--- src/verilog/rad_pkg.sv ---
`default_nettype none
package rad_pkg;
    localparam int DATA_W = 8;
    localparam int FIFO_DEPTH = 16;
    localparam int FIFO_AW = 4;
    // Oversample ticks per bit and the sample points inside one bit.
    localparam logic [3:0] OS_MID = 4'h7;
    localparam logic [3:0] OS_LAST = 4'hF;
    // Reference cycles per oversample tick step: x1 jumper divides by 4, x4 by 1.
    localparam logic [1:0] PRE_LAST_X1 = 2'h3;
    localparam logic [1:0] PRE_LAST_X4 = 2'h0;
    localparam logic [15:0] DIV_ONE = 16'h0001;
    localparam logic [3:0] START_BITS = 4'h1;
    localparam logic [3:0] WORD_LEN_BASE = 4'h5;
    localparam logic [1:0] WORD_LEN_MAX = 2'h3;
    localparam logic [2:0] LAST_BIT_BASE = 3'h4;
    localparam logic [7:0] STOP_TICKS_1 = 8'h10;
    localparam logic [7:0] STOP_TICKS_15 = 8'h18;
    localparam logic [7:0] STOP_TICKS_2 = 8'h20;
    localparam logic [1:0] STOP_SEL_1 = 2'h0;
    localparam logic [1:0] STOP_SEL_15 = 2'h1;
    // Values after reset.
    localparam logic LINE_IDLE = 1'b1;

    typedef struct packed {
        logic mode_485;
        logic clk_x4;
        logic [1:0] word_len;
        logic parity_en;
        logic parity_even;
        logic [1:0] stop_sel;
        logic [15:0] divisor;
    } rad_cfg_s;

    typedef struct packed {
        logic frame_err;
        logic parity_err;
        logic [7:0] data;
    } rad_rx_word_s;

    typedef enum logic [2:0] {TX_IDLE, TX_START, TX_DATA, TX_PAR, TX_STOP, TX_HOLD} rad_tx_e;
    typedef enum logic [2:0] {RX_IDLE, RX_START, RX_DATA, RX_PAR, RX_STOP} rad_rx_e;

    typedef struct packed {
        logic [1:0] pre;
        logic [15:0] div;
        rad_tx_e tx_st;
        logic [3:0] tx_os;
        logic [2:0] tx_bit;
        logic [7:0] tx_sh;
        logic tx_par;
        logic [7:0] hold_cnt;
        logic txd;
        logic de;
        logic re;
        logic [FIFO_DEPTH-1:0][7:0] tx_mem;
        logic [FIFO_AW:0] tx_wp;
        logic [FIFO_AW:0] tx_rp;
        logic rx_meta;
        logic rx_sync;
        rad_rx_e rx_st;
        logic [3:0] rx_os;
        logic [2:0] rx_bit;
        logic [7:0] rx_sh;
        logic rx_par;
        logic rx_pe;
        logic [FIFO_DEPTH-1:0][9:0] rx_mem;
        logic [FIFO_AW:0] rx_wp;
        logic [FIFO_AW:0] rx_rp;
        rad_rx_word_s rx_out;
        logic rx_out_v;
        logic overrun;
    } rad_state_s;
endpackage : rad_pkg
`default_nettype wire

--- src/verilog/rad_uart.sv ---
`default_nettype none
// Function
// - In two-wire mode the driver turns on as soon as transmit data waits.
// - Driver stays on one more character time after the last one, then releases.
// - The hold interval is counted in ticks of the programmed bit rate.
// - Receiver is off while the driver is on in two-wire mode.
// - Transmit and receive each buffer sixteen bytes in a first-in first-out store.
// - Rates reach 115,200 from the oscillator, 460,800 with the four-times clock jumper.
// - In two-wire mode all nodes share one pair, one direction at a time.
// - Four-wire mode sends and receives together with no driver turnaround.
module rad_uart (
    input wire logic ref_clk_i,
    input wire logic rst_i,
    input wire logic ce_i,
    input wire rad_pkg::rad_cfg_s cfg_i,
    input wire logic [7:0] tx_data_i,
    input wire logic tx_valid_i,
    output logic tx_ready_o,
    output rad_pkg::rad_rx_word_s rx_word_o,
    output logic rx_valid_o,
    input wire logic rx_ready_i,
    output logic rx_overrun_o,
    input wire logic line_rxd_i,
    output logic line_txd_o,
    output logic line_drv_en_o,
    output logic line_rx_en_o
);
    import rad_pkg::*;

    rad_state_s q;
    rad_state_s d;
    logic tick;
    logic tx_push;

    function automatic logic fifo_empty(input logic [FIFO_AW:0] wp, input logic [FIFO_AW:0] rp);
        return wp == rp;
    endfunction : fifo_empty

    function automatic logic fifo_full(input logic [FIFO_AW:0] wp, input logic [FIFO_AW:0] rp);
        return (wp[FIFO_AW] != rp[FIFO_AW]) && (wp[FIFO_AW-1:0] == rp[FIFO_AW-1:0]);
    endfunction : fifo_full

    function automatic logic [7:0] stop_ticks(input logic [1:0] sel);
        if (sel == STOP_SEL_1)
        begin
            return STOP_TICKS_1;
        end
        if (sel == STOP_SEL_15)
        begin
            return STOP_TICKS_15;
        end
        return STOP_TICKS_2;
    endfunction : stop_ticks

    function automatic logic [7:0] char_ticks(input rad_cfg_s c);
        logic [3:0] bits;
        bits = START_BITS + WORD_LEN_BASE + {2'h0, c.word_len} + {3'h0, c.parity_en};
        return {bits, 4'h0} + stop_ticks(c.stop_sel);
    endfunction : char_ticks

    assign tx_ready_o = ce_i && !fifo_full(q.tx_wp, q.tx_rp);
    assign tx_push = tx_valid_i && tx_ready_o;
    assign rx_word_o = q.rx_out;
    assign rx_valid_o = q.rx_out_v;
    assign rx_overrun_o = q.overrun;
    assign line_txd_o = q.txd;
    assign line_drv_en_o = q.de;
    assign line_rx_en_o = q.re;

    always_comb
    begin
        d = q;
        tick = 1'b0;
        if (ce_i)
        begin
            // Oversample tick: prescale by jumper, then by the programmed divisor.
            d.pre = q.pre + 2'h1;
            if (q.pre >= (cfg_i.clk_x4 ? PRE_LAST_X4 : PRE_LAST_X1))
            begin
                d.pre = 2'h0;
                d.div = q.div + 16'h0001;
                if (cfg_i.divisor == 16'h0000 || q.div >= cfg_i.divisor - DIV_ONE)
                begin
                    d.div = 16'h0000;
                    tick = 1'b1;
                end
            end
            if (tx_push)
            begin
                d.tx_mem[q.tx_wp[FIFO_AW-1:0]] = tx_data_i;
                d.tx_wp = q.tx_wp + 5'h01;
            end
            if (tick)
            begin
                case (q.tx_st)
                    TX_IDLE, TX_HOLD:
                    begin
                        if (!fifo_empty(q.tx_wp, q.tx_rp))
                        begin
                            d.tx_sh = q.tx_mem[q.tx_rp[FIFO_AW-1:0]];
                            d.tx_rp = q.tx_rp + 5'h01;
                            d.tx_st = TX_START;
                            d.tx_os = 4'h0;
                            d.txd = 1'b0;
                            d.tx_par = !cfg_i.parity_even;
                        end
                        else if (q.tx_st == TX_HOLD)
                        begin
                            d.hold_cnt = q.hold_cnt - 8'h01;
                            if (q.hold_cnt == 8'h00)
                            begin
                                d.tx_st = TX_IDLE;
                            end
                        end
                    end
                    TX_START:
                    begin
                        d.tx_os = q.tx_os + 4'h1;
                        if (q.tx_os == OS_LAST)
                        begin
                            d.tx_st = TX_DATA;
                            d.tx_bit = 3'h0;
                            d.txd = q.tx_sh[0];
                        end
                    end
                    TX_DATA:
                    begin
                        d.tx_os = q.tx_os + 4'h1;
                        if (q.tx_os == OS_LAST)
                        begin
                            d.tx_par = q.tx_par ^ q.tx_sh[0];
                            d.tx_sh = {1'b0, q.tx_sh[7:1]};
                            d.tx_bit = q.tx_bit + 3'h1;
                            d.txd = q.tx_sh[1];
                            if (q.tx_bit == LAST_BIT_BASE + {1'b0, cfg_i.word_len})
                            begin
                                d.tx_st = cfg_i.parity_en ? TX_PAR : TX_STOP;
                                d.txd = cfg_i.parity_en ? (q.tx_par ^ q.tx_sh[0]) : LINE_IDLE;
                                d.hold_cnt = stop_ticks(cfg_i.stop_sel) - 8'h01;
                            end
                        end
                    end
                    TX_PAR:
                    begin
                        d.tx_os = q.tx_os + 4'h1;
                        if (q.tx_os == OS_LAST)
                        begin
                            d.tx_st = TX_STOP;
                            d.txd = LINE_IDLE;
                        end
                    end
                    TX_STOP:
                    begin
                        d.hold_cnt = q.hold_cnt - 8'h01;
                        if (q.hold_cnt == 8'h00)
                        begin
                            // The shifter is empty here; two-wire mode starts the trailing hold, four-wire goes idle.
                            d.tx_st = cfg_i.mode_485 ? TX_HOLD : TX_IDLE;
                            d.hold_cnt = char_ticks(cfg_i) - 8'h01;
                        end
                    end
                    default: d.tx_st = TX_IDLE;
                endcase
            end
            // Four-wire keeps both ends on; two-wire drives only while busy.
            d.de = !cfg_i.mode_485 || !fifo_empty(d.tx_wp, d.tx_rp) || d.tx_st != TX_IDLE;
            d.re = !cfg_i.mode_485 || !d.de;
            d.rx_meta = line_rxd_i;
            d.rx_sync = q.rx_meta;
            d.overrun = 1'b0;
            if (q.rx_out_v && rx_ready_i)
            begin
                d.rx_out_v = 1'b0;
            end
            if (!d.rx_out_v && !fifo_empty(q.rx_wp, q.rx_rp))
            begin
                d.rx_out = q.rx_mem[q.rx_rp[FIFO_AW-1:0]];
                d.rx_out_v = 1'b1;
                d.rx_rp = q.rx_rp + 5'h01;
            end
            if (!q.re)
            begin
                d.rx_st = RX_IDLE;
            end
            else if (tick)
            begin
                d.rx_os = q.rx_os + 4'h1;
                case (q.rx_st)
                    RX_IDLE:
                    begin
                        d.rx_os = 4'h0;
                        if (!q.rx_sync)
                        begin
                            d.rx_st = RX_START;
                        end
                    end
                    RX_START:
                    begin
                        if (q.rx_os == OS_MID)
                        begin
                            d.rx_st = q.rx_sync ? RX_IDLE : RX_DATA;
                            d.rx_os = 4'h0;
                            d.rx_bit = 3'h0;
                            d.rx_par = !cfg_i.parity_even;
                            d.rx_pe = 1'b0;
                        end
                    end
                    RX_DATA:
                    begin
                        if (q.rx_os == OS_LAST)
                        begin
                            d.rx_sh = {q.rx_sync, q.rx_sh[7:1]};
                            d.rx_par = q.rx_par ^ q.rx_sync;
                            d.rx_bit = q.rx_bit + 3'h1;
                            if (q.rx_bit == LAST_BIT_BASE + {1'b0, cfg_i.word_len})
                            begin
                                d.rx_st = cfg_i.parity_en ? RX_PAR : RX_STOP;
                            end
                        end
                    end
                    RX_PAR:
                    begin
                        if (q.rx_os == OS_LAST)
                        begin
                            d.rx_pe = q.rx_par ^ q.rx_sync;
                            d.rx_st = RX_STOP;
                        end
                    end
                    RX_STOP:
                    begin
                        if (q.rx_os == OS_LAST)
                        begin
                            d.rx_st = RX_IDLE;
                            if (fifo_full(q.rx_wp, q.rx_rp))
                            begin
                                d.overrun = 1'b1;
                            end
                            else
                            begin
                                d.rx_mem[q.rx_wp[FIFO_AW-1:0]] = {!q.rx_sync, q.rx_pe,
                                    q.rx_sh >> (3'(WORD_LEN_MAX - cfg_i.word_len))};
                                d.rx_wp = q.rx_wp + 5'h01;
                            end
                        end
                    end
                    default: d.rx_st = RX_IDLE;
                endcase
            end
        end
    end

    always_ff @(posedge ref_clk_i)
    begin
        if (rst_i)
        begin
            q <= '0;
            q.txd <= LINE_IDLE;
            q.rx_meta <= LINE_IDLE;
            q.rx_sync <= LINE_IDLE;
            q.re <= 1'b1;
        end
        else if (ce_i)
        begin
            q <= d;
        end
    end
endmodule : rad_uart
`default_nettype wire

--- config.mk ---
export PLATFORM = sky130hd
export DESIGN_NAME = rad_uart
export DESIGN_NICKNAME = d
export VERILOG_FILES = /design/src/verilog/rad_pkg.sv /design/src/verilog/rad_uart.sv
export SDC_FILE = /design/constraint.sdc
export NUM_CORES = 1
export LEC_CHECK = 0
export ABC_AREA = 1
export BUFFER_PORTS_ARGS = -buffer_cell sky130_fd_sc_hd__buf_2
export CORE_MARGIN = 2
export CORE_UTILIZATION = 45
export CTS_CLUSTER_DIAMETER = 40
export DETAILED_ROUTE_END_ITERATION = 8
export PLACE_DENSITY_LB_ADDON = 0.08
export SETUP_SLACK_MARGIN = 0.02
export SLEW_MARGIN = 10
export SYNTH_ARGS = -nofsm -noshare
export SYNTH_HDL_FRONTEND = slang
export SYNTH_SLANG_ARGS = --single-unit
--- constraint.sdc ---
create_clock -name ref_clk_i -period 4 [get_ports ref_clk_i]
set_input_delay 0.8 -clock ref_clk_i [delete_from_list [all_inputs] [get_ports ref_clk_i]]
set_output_delay 0.8 -clock ref_clk_i [all_outputs]
set_load 0.005 [all_outputs]
==> flow_metrics.py <==
metrics = {
    "floorplanning": {
        "start_util": 0.454,
        "core-area_mm2": 0.0417,
        "fp.dieH_um": 209,
        "die_width_um": 209,
        "fp.dieArea_mm2": 0.0437,
        "ios": 54,
        "row_count": 75,
    },
    "placed_design": {
        "io_buffer_count": 53,
        "post-place-ws_ps": -245,
        "routabilityCongestion": 0.868,
        "dp_hpwl_um": 35600,
        "placed_cells": 3132,
    },
    "timing": {
        "timing.slew.headroom": 0.340,
        "fin_crit_sh": 0.869,
        "tns_ps": 0,
        "fin_crit_ps": 3480,
        "skew_ps": 12.9,
        "hold_violations": 0,
        "whs_ps": 441,
        "setup_viol": 0,
        "fmax_mhz": 288,
        "rsz0062_at_grt": "no",
        "final-max-slew-violation-count": 0,
        "tightest_slew_ps": 991,
        "fin_ws_ps": 522,
    },
    "routing": {
        "via_per_inst": 5.48,
        "drt_iter0_markers": 1238,
        "drt_wl_total_um": 54700,
        "via_count": 17752,
        "drc": 0,
        "drtAntennaViolNets": 0,
        "first_pass_iters": 5,
        "wl_per_cell_um": 16.9,
    },
    "setup_path": {
        "worst_r2r_endpoint": "q[336]",
        "crit_required_ps": 4470,
        "r2r-start": "q[211]",
        "cp.arrival_ps": 3950,
        "r2r_setup_slack_ps": 750,
        "worstPathMaxFanout": 5,
        "cp-start-kind": "input port",
        "reg2reg_depth": 10,
        "critical_path.endpoint_type": "register",
        "setup.worst_path.class": "in -> reg",
    },
    "cts": {
        "cts.clk_slew.worst_paths_ps": 50,
        "cts_buffers": 58,
        "cts_buffer_depth": 3,
        "cts_root_buf": "clkbuf_16",
        "cts_tree": "done",
        "post_cts_buffers": 0,
        "cts_max_level": 2,
        "clock_sinks": 390,
        "worstSkewPairLatency_ps": 610,
        "holdBufCountCts": 0,
    },
    "worst_hold_path": {
        "worstHoldPathCells": 2,
        "min_to": "q[251]",
        "hp-start": "q[251]",
        "hp-class": "reg -> reg",
    },
    "yosys": {
        "yosys_register_bits": 390,
        "synthCells": 2631,
        "synth_edf_count": 0,
        "synthesis.nets": 2711,
        "synth-simple-area-share": 0.160,
        "ys_types": 50,
        "synth-compound-area-share": 0.275,
        "synth-xor-area-share": 0.0218,
        "yosysSeqAreaShare": 0.413,
        "avgSynthCellArea_um2": 7.18,
        "synth.area.mux_share": 0.00106,
        "synth_top_family_by_area": "compound AO/OA/AOI/OAI gates",
        "async_flop_share": 0,
        "synth_adder_area_share": 0.0286,
        "ys.warnings.count": 0,
        "syn_area_mm2": 0.0189,
        "synth_flop_cell": "dfxtp_1",
    },
    "finish": {
        "register_area_mm2": 0.00781,
        "area_growth_pct": 16.7,
        "layout-drive-gt1-share": 0.104,
        "final_util": 0.529,
        "num_antenna_cells": 0,
        "fin_nets": 2733,
        "multi_input_area_mm2": 0.00921,
        "nFillCells": 4126,
        "layout_common_cells": "o21ai_0, dfxtp_1, a21oi_1",
        "fin_cells": 3239,
        "layout_commonest_cell": "o21ai_0",
    },
    "status": {
        "status": "finished clean",
    },
    "pwr": {
        "seq_power_share": 0.396,
        "power_frac_comb": 0.071,
        "ir_drop_mv": 0.390,
        "p_int_uw": 7520,
        "switchingPower_uw": 2500,
        "powerDensity_mw_per_mm2": 454,
        "p_leak_uw": 0.00872,
        "swShare": 0.249,
        "clock_power_share": 0.532,
    },
    "global_route": {
        "grt_pass1_vias": 16557,
        "grt_max_degree": 107,
        "antenna_found_initial": 0,
        "grt-ovfl-total": 0,
        "grt_pass1_wl_um": 88700,
        "grtUsageTotal": 0.251,
    },
    "job": {
        "drv_cap": 0,
    },
}
-- registers in the layout, summed over array words and instances, names as in the netlist --
name,count
rx_word_o,10
line_rx_en_o,1
line_txd_o,1
q,375
rx_valid_o,1
line_drv_en_o,1
rx_overrun_o,1
-- cell type report --
type                    count  area share
clock buffers              68      0.0703
well taps                 539      0.0306
inverters                 303      0.0518
multi-input cells        1761       0.417
repair buffers            139      0.0532
clock inverters            39      0.0227
flip-flops and latches    390       0.354
-- metrics by stage --
| stage | instance area, um2 | power [uW] |
|---|---|---|
| final | 22100 | 10000 |
| after global placement | 20000 | 4760 |
| after floorplan | 18900 | 4520 |
| after global routing | 22100 | 10400 |
| after CTS | 22000 | 10100 |
| after detailed placement | 20000 | 4760 |
-- critical path, cell delays in order --
cell and delay (ps):
buf_2 100, nor2_1 90, nand2_1 80, nor3_2 170, nand2_1 120, nor2_1 140
nand2_1 80, nor2_1 130, nand3_1 100, xor2_1 150, inv_1 60, ha_1 310
nand2_1 60, a21oi_1 130, nor2_1 60, nand2_1 80, nor2_2 60, nand2_4 80
nand2_4 70, nor2_1 200, buf_4 180, nand3_1 150, o21ai_0 430, nor3_1 120
-- kinds of logic (layout without fill, tap and decap cells) --
group,Yosys count,in the layout
AOI/OAI and AO/OA,976,976
and+or+nand+nor,694,694
buffers and inverters,480,549
DFF,390,390
xor gates and xnor gates,47,47
adders and majority gates,42,42
muxes,2,2
-- power by group through the flow --
stage               clock, uW  combinational, uW  sequential, uW
finish                   5330                716            3970
detailed placement          0                711            4050
CTS                      5430                715            3970
floorplan                   0                489            4030
global placement            0                705            4050
global route             5590                807            3970
-- cell usage after synthesis, types with 14 or more instances --
master    instances  area share
a21oi_1         371       0.098
o221ai_1         24       0.011
nor3_1           33      0.0087
xor2_1           27       0.013
a211oi_1         34       0.014
o21ai_0         485        0.13
inv_1           293       0.058
buf_4            14      0.0056
o22ai_1          18      0.0060
nand2_1         232       0.046
nor2_1          276       0.055
ha_1             40       0.026
nand4_1          38       0.013
clkbuf_1        121       0.024
dfxtp_1         390        0.41
xnor2_1          20      0.0093
buf_2            35      0.0093
nand3_1          78       0.021
-- per-layer routing --
metal	part of all wire	vias up	track usage
li1	-	8960	-
met1	0.48	8290	0.351
met2	0.45	417	0.401
met3	0.052	85	0.0340
met4	0.023	0	0.0786
met5	0	-	0
-- what timing repair did --
item / 4_1_cts / 5_1_grt
endpoints found under the setup margin: 0 / 87
hold endpoints to repair: 0 / 0
gates resized for setup: 0 / 5
-- how the worst max path moves through the flow --
stage | startpoint | end | slack (ps) | depth (start not counted)
after floorplan | cfg_i[0] | q[28] | 70 | 22
after detailed placement | cfg_i[1] | q[180] | -250 | 23
final | cfg_i[1] | q[368] | 520 | 24
after global routing | cfg_i[1] | q[93] | 30 | 27
after global placement | cfg_i[1] | q[180] | -230 | 25
after CTS | cfg_i[1] | q[180] | 390 | 23
(Power assumes the default switching activity.)
